$ cat src/hw/eft_regs.svh
`ifndef EFT_REGS_SVH
`define EFT_REGS_SVH

// Register byte offsets.
`define EFT_OFS_CTRL 8'h00
`define EFT_OFS_SEND_PROLONG 8'h04
`define EFT_OFS_TRIP_DELAY 8'h08
`define EFT_OFS_TRANS_WAIT 8'h0C
`define EFT_OFS_TRANS_HOLD 8'h10
`define EFT_OFS_STATUS 8'h14

// Control field positions.
`define EFT_CTRL_SW_PARAM 0
`define EFT_CTRL_SW_SYSIF 1
`define EFT_CTRL_MODE_LSB 4
`define EFT_CTRL_THREE_TERM 6
`define EFT_CTRL_PHASE_SEG 7
`define EFT_CTRL_JUMP_EN 8
`define EFT_CTRL_STAGE_FWD 9

// Reset values.
`define EFT_CTRL_RST 10'h000
`define EFT_SEND_PROLONG_RST 16'h0032
`define EFT_TRIP_DELAY_RST 16'h0014
`define EFT_TRANS_WAIT_RST 16'h0028
`define EFT_TRANS_HOLD_RST 16'h0050

// Timing, in the units named.
`define EFT_CLK_NS 10
`define EFT_MS_NS 1000000
`define EFT_UB_DELAY_MS 20
`define EFT_UB_PICKUP_MS 100
`define EFT_UB_DROPOUT_MS 100
`define EFT_FAIL_MS 10000

`endif

$ cat src/hw/eft_pkg.sv
package eft_pkg;
    // Scheme selected in the control register.
    typedef enum logic [1:0] {
        EFT_MODE_OFF,
        EFT_MODE_UNBLOCK,
        EFT_MODE_BLOCKING
    } eft_mode_t;
endpackage

$ cat src/hw/eft_top.sv
// Decided for this implementation: the register offsets and the APB register port.
`timescale 1ns/10ps
`default_nettype none
`include "eft_regs.svh"

module eft_top
    import eft_pkg::*;
#(
    parameter int unsigned MS_CYCLES = `EFT_MS_NS / `EFT_CLK_NS
) (
    input wire logic pclk,
    input wire logic presetn,
    input wire logic psel,
    input wire logic penable,
    input wire logic pwrite,
    input wire logic [7:0] paddr,
    input wire logic [31:0] pwdata,
    output logic [31:0] prdata,
    output logic pready,
    output logic pslverr,
    input wire logic [2:0] fwd_fault_ph,
    input wire logic rev_fault,
    input wire logic nondir_fault,
    input wire logic ef_pickup,
    input wire logic ef_trip_cmd,
    input wire logic jump_det,
    input wire logic switch_binary,
    input wire logic [2:0] unblock_freq_received,
    input wire logic [2:0] monitor_freq_received,
    input wire logic [2:0] block_received,
    output logic [2:0] send_key,
    output logic [2:0] trip_release,
    output logic weak_infeed_act,
    output logic [2:0] channel_failure_alarm,
    output logic tele_active,
    output logic transient_block
);
    localparam int unsigned SYN_W = 18;

    logic [SYN_W-1:0] sync1_q, sync2_q;
    logic [9:0] ctrl_q;
    logic [15:0] ts_set_q, tv_set_q, tw_set_q, th_set_q;
    logic [16:0] ms_cnt_q;
    logic tick;
    logic [2:0] fwd_s, ub_s, mon_s, blk_s;
    logic rev_s, nondir_s, pickup_s, trip_s, jump_s, swbin_s;
    eft_mode_t mode;
    logic mode_ub, mode_blk, active, three, seg;
    logic [2:0] lane_en, unb_rel, hold_q, alarm_q, send_q, trip_q;
    logic [2:0] send_d, trip_d;
    logic fwd_any, blk_start, wi_q, active_q, tb_q;
    logic [15:0] pu_age_q, tb_cnt_q;
    logic tb_crit, tb_now;
    logic [13:0] lost_ms_q [3];
    logic [6:0] pu_ms_q [3];
    logic [6:0] do_ms_q [3];
    logic [15:0] ts_ms_q [3];
    logic [15:0] tv_ms_q [3];
    logic [31:0] rdata_d;
    logic addr_ok, ro_hit;
    logic [31:0] prdata_q;
    logic pready_q, pslverr_q;

    // Every scheme input pin passes two flip-flops before any logic looks at it; the APB pins do not.
    always_ff @(posedge pclk or negedge presetn) begin
        if (!presetn) begin
            sync1_q <= '0;
            sync2_q <= '0;
        end else begin
            sync1_q <= {fwd_fault_ph, rev_fault, nondir_fault, ef_pickup, ef_trip_cmd,
                        jump_det, switch_binary, unblock_freq_received,
                        monitor_freq_received, block_received};
            sync2_q <= sync1_q;
        end
    end

    assign {fwd_s, rev_s, nondir_s, pickup_s, trip_s, jump_s, swbin_s, ub_s, mon_s, blk_s}
        = sync2_q;

    // Configuration decode.
    assign mode = eft_mode_t'(ctrl_q[`EFT_CTRL_MODE_LSB +: 2]);
    // Code 3 selects no scheme, so it must count as off like code 0.
    assign active = ctrl_q[`EFT_CTRL_SW_PARAM] & ctrl_q[`EFT_CTRL_SW_SYSIF] & swbin_s
                    & ((mode == EFT_MODE_UNBLOCK) | (mode == EFT_MODE_BLOCKING));
    assign mode_ub = active & (mode == EFT_MODE_UNBLOCK);
    assign mode_blk = active & (mode == EFT_MODE_BLOCKING);
    assign three = ctrl_q[`EFT_CTRL_THREE_TERM];
    assign seg = ctrl_q[`EFT_CTRL_PHASE_SEG] & ~three;
    assign lane_en = three ? 3'h3 : (seg ? 3'h7 : 3'h1);
    // Only a stage configured forward directional may feed the scheme.
    assign fwd_any = |fwd_s & ctrl_q[`EFT_CTRL_STAGE_FWD] & active;
    assign blk_start = rev_s | (ctrl_q[`EFT_CTRL_JUMP_EN] & jump_s);

    // Common millisecond tick; all scheme timers count it.
    always_ff @(posedge pclk or negedge presetn) begin
        if (!presetn) begin
            ms_cnt_q <= '0;
        end else if (ms_cnt_q == 17'(MS_CYCLES - 1)) begin
            ms_cnt_q <= '0;
        end else begin
            ms_cnt_q <= ms_cnt_q + 17'h00001;
        end
    end

    assign tick = (ms_cnt_q == 17'(MS_CYCLES - 1));

    // Age of the pickup, so early reverse decisions can be told from late ones.
    always_ff @(posedge pclk or negedge presetn) begin
        if (!presetn) begin
            pu_age_q <= '0;
        end else if (!pickup_s || !active) begin
            pu_age_q <= '0;
        end else if (tick && pu_age_q != 16'hFFFF) begin
            pu_age_q <= pu_age_q + 16'h0001;
        end
    end

    // Transient blocking: stays armed while the criterion lasts, then hold time.
    assign tb_crit = active & (nondir_s | rev_s)
                     & ((pickup_s & (pu_age_q < tw_set_q)) | (tb_cnt_q != '0));
    always_ff @(posedge pclk or negedge presetn) begin
        if (!presetn) begin
            tb_cnt_q <= '0;
        end else if (!active) begin
            tb_cnt_q <= '0;
        end else if (tb_crit) begin
            tb_cnt_q <= th_set_q;
        end else if (tick && tb_cnt_q != '0) begin
            tb_cnt_q <= tb_cnt_q - 16'h0001;
        end
    end

    assign tb_now = tb_crit | (tb_cnt_q != '0);

    a_trans_block_set: assert property (@(posedge pclk) disable iff (!presetn)
        tb_crit |=> transient_block)
        else $error("transient block not raised by early reverse fault");

    genvar g;
    generate
        for (g = 0; g < 3; g++) begin : gen_lane
            logic both_lost, lost20, fwd_p, rx_ok, blk_rx;

            // One unblock logic per receive channel.
            assign both_lost = ~ub_s[g] & ~mon_s[g];
            assign lost20 = lost_ms_q[g] >= 14'(`EFT_UB_DELAY_MS);

            always_ff @(posedge pclk or negedge presetn) begin
                if (!presetn) begin
                    lost_ms_q[g] <= '0;
                end else if (!mode_ub || !lane_en[g] || !both_lost) begin
                    lost_ms_q[g] <= '0;
                end else if (tick && lost_ms_q[g] <= 14'(`EFT_FAIL_MS)) begin
                    lost_ms_q[g] <= lost_ms_q[g] + 14'h0001;
                end
            end

            // Pickup half of the 100/100 stage withdraws the loss release.
            always_ff @(posedge pclk or negedge presetn) begin
                if (!presetn) begin
                    pu_ms_q[g] <= '0;
                    do_ms_q[g] <= '0;
                    hold_q[g] <= 1'b0;
                end else if (!mode_ub || !lane_en[g]) begin
                    pu_ms_q[g] <= '0;
                    do_ms_q[g] <= '0;
                    hold_q[g] <= 1'b0;
                end else if (!hold_q[g]) begin
                    do_ms_q[g] <= '0;
                    if (!lost20) begin
                        pu_ms_q[g] <= '0;
                    end else if (pu_ms_q[g] == 7'(`EFT_UB_PICKUP_MS)) begin
                        hold_q[g] <= 1'b1;
                        pu_ms_q[g] <= '0;
                    end else if (tick) begin
                        pu_ms_q[g] <= pu_ms_q[g] + 7'h01;
                    end
                end else begin
                    if (both_lost) begin
                        do_ms_q[g] <= '0;
                    end else if (do_ms_q[g] == 7'(`EFT_UB_DROPOUT_MS)) begin
                        hold_q[g] <= 1'b0;
                        do_ms_q[g] <= '0;
                    end else if (tick) begin
                        do_ms_q[g] <= do_ms_q[g] + 7'h01;
                    end
                end
            end

            // Direct path for a clean unblock, delayed path for a dead channel.
            assign unb_rel[g] = mode_ub & lane_en[g] & ~hold_q[g]
                                & ((ub_s[g] & ~mon_s[g]) | lost20);

            always_ff @(posedge pclk or negedge presetn) begin
                if (!presetn) begin
                    alarm_q[g] <= 1'b0;
                end else begin
                    alarm_q[g] <= lost_ms_q[g] > 14'(`EFT_FAIL_MS);
                end
            end

            // Per-phase forward decision; one shared path when not segregated.
            assign fwd_p = (seg ? fwd_s[g] : |fwd_s) & ctrl_q[`EFT_CTRL_STAGE_FWD] & active;
            assign rx_ok = three ? (unb_rel[0] & unb_rel[1])
                                 : (seg ? unb_rel[g] : unb_rel[0]);
            assign blk_rx = tb_now | (three ? (blk_s[0] | blk_s[1])
                                            : (seg ? blk_s[g] : blk_s[0]));

            // Send prolongation; permissive use needs a trip already issued.
            always_ff @(posedge pclk or negedge presetn) begin
                if (!presetn) begin
                    ts_ms_q[g] <= '0;
                end else if (!active) begin
                    ts_ms_q[g] <= '0;
                end else if (mode_ub && fwd_p && trip_s) begin
                    ts_ms_q[g] <= ts_set_q;
                end else if (mode_blk && blk_start && !fwd_any) begin
                    ts_ms_q[g] <= ts_set_q;
                end else if (mode_blk && fwd_any) begin
                    ts_ms_q[g] <= '0;
                end else if (tick && ts_ms_q[g] != '0) begin
                    ts_ms_q[g] <= ts_ms_q[g] - 16'h0001;
                end
            end

            // Blocking trip delay runs while forward and nothing blocks.
            always_ff @(posedge pclk or negedge presetn) begin
                if (!presetn) begin
                    tv_ms_q[g] <= '0;
                end else if (!mode_blk || !fwd_p || blk_rx) begin
                    tv_ms_q[g] <= '0;
                end else if (tick && tv_ms_q[g] < tv_set_q) begin
                    tv_ms_q[g] <= tv_ms_q[g] + 16'h0001;
                end
            end

            // Key high means unblock frequency or blocking signal.
            always_comb begin
                send_d[g] = 1'b0;
                trip_d[g] = 1'b0;
                if (mode_ub) begin
                    send_d[g] = (fwd_p | (ts_ms_q[g] != '0)) & ~tb_now;
                    trip_d[g] = fwd_p & rx_ok & ~tb_now;
                end else if (mode_blk) begin
                    send_d[g] = (blk_start | (ts_ms_q[g] != '0)) & ~fwd_any;
                    trip_d[g] = fwd_p & ~blk_rx & (tv_ms_q[g] >= tv_set_q);
                end
            end

            always_ff @(posedge pclk or negedge presetn) begin
                if (!presetn) begin
                    send_q[g] <= 1'b0;
                    trip_q[g] <= 1'b0;
                end else begin
                    send_q[g] <= send_d[g];
                    trip_q[g] <= trip_d[g];
                end
            end
        end
    endgenerate

    // Weak infeed: any enabled remote end signals while we saw nothing.
    always_ff @(posedge pclk or negedge presetn) begin
        if (!presetn) begin
            wi_q <= 1'b0;
            active_q <= 1'b0;
            tb_q <= 1'b0;
        end else begin
            wi_q <= mode_ub & ~pickup_s & (|(unb_rel & lane_en));
            active_q <= active;
            tb_q <= tb_now;
        end
    end

    assign send_key = send_q;
    assign trip_release = trip_q;
    assign weak_infeed_act = wi_q;
    assign channel_failure_alarm = alarm_q;
    assign tele_active = active_q;
    assign transient_block = tb_q;

    // APB: answer one cycle after setup, so the access phase has no wait.
    assign addr_ok = (paddr[1:0] == 2'h0) && (paddr <= `EFT_OFS_STATUS);
    assign ro_hit = (paddr == `EFT_OFS_STATUS);
    always_comb begin
        rdata_d = 32'h0000_0000;
        case (paddr)
            `EFT_OFS_CTRL: rdata_d = {22'h000000, ctrl_q};
            `EFT_OFS_SEND_PROLONG: rdata_d = {16'h0000, ts_set_q};
            `EFT_OFS_TRIP_DELAY: rdata_d = {16'h0000, tv_set_q};
            `EFT_OFS_TRANS_WAIT: rdata_d = {16'h0000, tw_set_q};
            `EFT_OFS_TRANS_HOLD: rdata_d = {16'h0000, th_set_q};
            `EFT_OFS_STATUS: rdata_d = {17'h00000, hold_q, wi_q, trip_q, send_q,
                                        alarm_q, tb_q, active_q};
            default: rdata_d = 32'h0000_0000;
        endcase
    end

    always_ff @(posedge pclk or negedge presetn) begin
        if (!presetn) begin
            pready_q <= 1'b0;
            pslverr_q <= 1'b0;
            prdata_q <= '0;
        end else begin
            pready_q <= psel & ~penable;
            pslverr_q <= psel & ~penable & (~addr_ok | (pwrite & ro_hit));
            prdata_q <= (psel & ~penable & ~pwrite & addr_ok) ? rdata_d : 32'h0000_0000;
        end
    end

    // Writes land in the access cycle, the only cycle pready is high.
    always_ff @(posedge pclk or negedge presetn) begin
        if (!presetn) begin
            ctrl_q <= `EFT_CTRL_RST;
            ts_set_q <= `EFT_SEND_PROLONG_RST;
            tv_set_q <= `EFT_TRIP_DELAY_RST;
            tw_set_q <= `EFT_TRANS_WAIT_RST;
            th_set_q <= `EFT_TRANS_HOLD_RST;
        end else if (psel && penable && pready_q && pwrite) begin
            case (paddr)
                `EFT_OFS_CTRL: ctrl_q <= pwdata[9:0];
                `EFT_OFS_SEND_PROLONG: ts_set_q <= pwdata[15:0];
                `EFT_OFS_TRIP_DELAY: tv_set_q <= pwdata[15:0];
                `EFT_OFS_TRANS_WAIT: tw_set_q <= pwdata[15:0];
                `EFT_OFS_TRANS_HOLD: th_set_q <= pwdata[15:0];
                default: ctrl_q <= ctrl_q;
            endcase
        end
    end

    assign prdata = prdata_q;
    assign pready = pready_q;
    assign pslverr = pslverr_q;

    // Checks on the scheme logic and the APB ready timing.
    // Lane 0 stands for the others, as every lane is the same generated logic.
    logic alarm_src0;
    assign alarm_src0 = lost_ms_q[0] > 14'(`EFT_FAIL_MS);

    a_loss_release_delay: assert property (@(posedge pclk) disable iff (!presetn)
        (mode_ub && lane_en[0] && !hold_q[0] && lost_ms_q[0] >= 14'(`EFT_UB_DELAY_MS))
        |-> unb_rel[0])
        else $error("loss release missing after security delay");
    a_loss_release_gone: assert property (@(posedge pclk) disable iff (!presetn)
        (hold_q[0] && !ub_s[0] && !mon_s[0]) |-> !unb_rel[0])
        else $error("loss release not withdrawn by timer stage");
    // The loss counter runs on the same ticks, so it tells how long the release stood.
    a_loss_hold_age: assert property (@(posedge pclk) disable iff (!presetn)
        $rose(hold_q[0]) |-> ($past(lost_ms_q[0])
                              >= 14'(`EFT_UB_DELAY_MS + `EFT_UB_PICKUP_MS)))
        else $error("loss release withdrawn before the timer stage ran out");
    a_channel_alarm: assert property (@(posedge pclk) disable iff (!presetn)
        channel_failure_alarm[0] |-> $past(alarm_src0))
        else $error("channel alarm without long loss");
    a_block_stop: assert property (@(posedge pclk) disable iff (!presetn)
        (mode_blk && fwd_any) |=> (send_key == 3'h0))
        else $error("blocking signal sent during forward fault");
    a_block_trip_delay: assert property (@(posedge pclk) disable iff (!presetn)
        (mode_blk && trip_d[0]) |-> (tv_ms_q[0] >= tv_set_q && !tb_now))
        else $error("blocking trip before delay or while blocked");
    a_three_and: assert property (@(posedge pclk) disable iff (!presetn)
        (mode_ub && three && trip_d[0]) |-> (unb_rel[0] && unb_rel[1]))
        else $error("three terminal release without both ends");
    a_inactive_quiet: assert property (@(posedge pclk) disable iff (!presetn)
        !active |=> (send_key == 3'h0 && trip_release == 3'h0))
        else $error("scheme output while switched off");
    a_prolong_trip: assert property (@(posedge pclk) disable iff (!presetn)
        (mode_ub && ts_ms_q[0] > $past(ts_ms_q[0])) |-> $past(trip_s))
        else $error("send prolonged without prior trip");
    a_apb_ready: assert property (@(posedge pclk) disable iff (!presetn)
        (psel && !penable) |=> pready ##1 !pready)
        else $error("apb ready not one cycle after setup");
endmodule

`default_nettype wire

$ cat config.mk
export PLATFORM = sky130hd
export DESIGN_NAME = eft_top
export DESIGN_NICKNAME = d
export VERILOG_FILES = /design/src/hw/eft_pkg.sv /design/src/hw/eft_top.sv
export VERILOG_INCLUDE_DIRS = /design/src /design/src/hw
export SDC_FILE = /design/constraint.sdc
export NUM_CORES = 1
export LEC_CHECK = 0
export ABC_AREA = 1
export BUFFER_PORTS_ARGS = -buffer_cell sky130_fd_sc_hd__buf_2
export CAP_MARGIN = 30
export CORE_UTILIZATION = 63
export DETAILED_ROUTE_END_ITERATION = 6
export PLACE_DENSITY = 0.94
export SETUP_SLACK_MARGIN = 0.1
export SYNTH_ARGS = -nofsm -noshare
export SYNTH_HDL_FRONTEND = slang
export SYNTH_SLANG_ARGS = --single-unit
$ cat constraint.sdc
create_clock -name pclk -period 3.78 [get_ports pclk]
set_clock_uncertainty 0.05 [all_clocks]
set_input_delay 0.378 -clock pclk [delete_from_list [all_inputs] [get_ports pclk]]
set_output_delay 0.378 -clock pclk [all_outputs]
set_load 0.05 [all_outputs]
==> results_dict.tcl <==
set metrics [dict create \
    status "finished, final reports clean" \
    die_x_um 186 \
    h-tree-depth 2 \
    crit_path_end_kind "flip-flop" \
    vias 19912 \
    cp-endpoint "tb_cnt_q[4]" \
    fmax_ghz 0.340 \
    clk_transition_reported_paths_ps 70 \
    syn_area_per_cell_um2 7.66 \
    fin_util 0.709 \
    worst_skew_pair.late_latency_ps 570 \
    cts.sinks 372 \
    synth_top_area_share 0.425 \
    critical_path_class "reg -> reg" \
    reg2reg_to "tb_cnt_q[4]" \
    grt_most_used_layer "met2" \
    tns_ps 0 \
    vias_per_cell 5.91 \
    drv_cap 0 \
    r2r_setup_slack_ps 840 \
    setup_violations 0 \
    wl_per_cell_um 17.3 \
    combPwrFrac 0.028 \
    r2r_start "ctrl_q[4]" \
    final_hold_viol_count 0 \
    final_common_cell "nand2_1" \
    ys_ff_latch 372 \
    io_buffers 76 \
    final_cell_mix "nand2_1, inv_1, dfrtp_1" \
    switching_share 0.222 \
    pin_count 109 \
    dp_slack_ps 909 \
    cp-startpoint "ctrl_q[4]" \
    grt_use_met3 0.0615 \
    placed_cells 3276 \
    synth_area_leaders "dfrtp_1, nand2_1, inv_1" \
    synth_top_area_cell "dfrtp_1" \
    arrival_ps 3370 \
    cp_max_fo 18 \
    firstDrtPassIters 6 \
    cts_buffers 40 \
    gp_congestion 0.959 \
    cp-start-kind "flip-flop" \
    hold_path_class "in -> reg" \
    pwr_density_cell_nw_per_um2 359 \
    overflow 0 \
    start_util 0.639 \
    grt_use_met1 0.442 \
    drtAntennaViolNets 0 \
    cp.required_ps 4220 \
    area_growth_syn_to_layout_pct 11.0 \
    layout-drive-gt1-share 0.0822 \
    track_usage 0.343 \
    power_switching_w 0.00189 \
    drt_iter0_drc 2614 \
    synth_flop_cell "dfrtp_1" \
    fin_nets 3045 \
    synth_area_um2 21400 \
    core_area_um2 33400 \
    antenna_found_initial 1 \
    wirelength_mm 58.4 \
    die_area_um2 34700 \
    grtUsageMet2 0.552 \
    cts_tree "done" \
    p_int_w 0.00662 \
    die_h_um 186 \
    syn-instance-count 2792 \
    grt_pass1_vias 18917 \
    ctsResizeCount 0 \
    hpwl_mm 41.2 \
    drc 0 \
    period_share 0.777 \
    rsz0062_at_grt "false" \
    cts.path.max_buffers 3 \
    num_rows 67 \
    synth_edf_count 0 \
    slew_violations 0 \
    peakVddDrop_mv 0.350 \
    power_frac_seq 0.473 \
    p_clk_frac 0.498 \
    cts_setup_buffers 0 \
    fin_crit_ps 2940 \
    ctsHoldBuffers 20 \
    synth_warnings 0 \
    max_slew_margin 0.342 \
    worstMarginPinSlew_ps 985 \
    rr_worst_depth 9 \
    final.setup.worst_slack_ps 842 \
    clockRootBuffer "clkbuf_16" \
    fin_cells 3371 \
    synthArstFlopShare 1.00 \
    grt_max_degree 106 \
    p_leak_nw 11.3 \
    seq_area_frac_synth 0.436 \
    synth_cell_type_count 65 \
    grt_pass1_wl_mm 93.7 \
]
-- cell usage after synthesis (7+ instances only) --
library cell	n
buf_2	10
clkbuf_1	27
nand2_2	11
dfstp_2	9
xor2_1	64
buf_4	22
ha_1	92
nand3_1	162
inv_2	12
nor3_1	75
buf_6	8
a32o_1	8
o22ai_1	11
nor2_4	7
or2_2	8
dfrtp_1	363
a21oi_1	136
o21ai_0	240
o21ai_1	17
a31oi_1	13
inv_1	385
nor2_2	9
nor4_1	10
nand4_1	60
nor2_1	265
o31ai_1	8
xnor2_1	14
nand2_1	666
-- worst max-delay path, cell delays in order (launching register included) --
cell	delay (ps)
dfrtp_1	420
inv_1	70
ha_1	370
nor2_8	270
o21ai_0	290
clkinv_1	370
nand2_2	320
a21oi_4	480
nand2_1	110
nand2_1	110
-- kinds of logic (layout without fill, tap and decap cells) --
family | count (synthesis) | count (layout) | share of synthesized area
compound gates | 473 | 473 | 0.122
buf+inv | 471 | 585 | 0.0903
simple gates | 1305 | 1305 | 0.266
fa+ha+maj | 92 | 92 | 0.0538
xor+xnor | 78 | 78 | 0.0320
flops | 372 | 372 | 0.436
other cells | 1 | 18 | 0.000175
-- layout make-up --
| class | instances | area (um2) |
|---|---|---|
| clock inverter | 19 | 263 |
| antenna | 2 | 5.00 |
| multi-input combinational | 1964 | 10200 |
| clock buffer | 54 | 1150 |
| sequential | 372 | 9320 |
| fill | 2409 | 9730 |
| inverter | 404 | 1520 |
| tap | 448 | 561 |
| timing repair buffer | 108 | 706 |
-- state kept, by name, summed over array words and instances (netlist names), 10 cells and up --
register and flops:
ctrl_q 10, do_ms_q 21, lost_ms_q 42, ms_cnt_q 17, prdata 16, pu_age_q 16, pu_ms_q 21, sync1_q 18
sync2_q 18, tb_cnt_q 16, th_set_q 16, ts_ms_q 48, ts_set_q 16, tv_ms_q 48, tv_set_q 16, tw_set_q 16
-- worst min-delay path by stage --
stage                                     endpoint  slack [ps]  startpoint  cells after the start
after floorplan           channel_failure_alarm[0]          30     presetn                      0
after global placement                  sync2_q[4]         280  sync1_q[4]                      0
after detailed placement                sync2_q[4]         280  sync1_q[4]                      0
after CTS                                   pready          30        psel                      3
after global routing                        pready          40        psel                      3
final                                       pready          40        psel                      3
-- per-layer routing --
layer | vias to the layer above | share of wire
met2 | 1074 | 0.46
met5 | - | 0
met4 | 0 | 0.051
met3 | 209 | 0.099
li1 | 9250 | -
met1 | 9379 | 0.39
-- power groups by stage --
stage               Combinational [W]  Sequential (W)  Clock (W)
finish                       0.000242         0.00403    0.00424
global route                 0.000267         0.00403    0.00441
CTS                          0.000241         0.00403    0.00426
detailed placement           0.000224         0.00410          0
global placement             0.000219         0.00410          0
floorplan                   0.0000905         0.00409          0
-- through the flow --
step	power [W]	instance area [um2]	hold slack, ps
detailed placement	0.00432	22100	285
CTS	0.00853	23700	25.2
finish	0.00851	23700	41.4
floorplan	0.00418	21400	32.4
global placement	0.00432	22100	283
global route	0.00871	23700	35.2
Power figures use the tool's default switching activity.
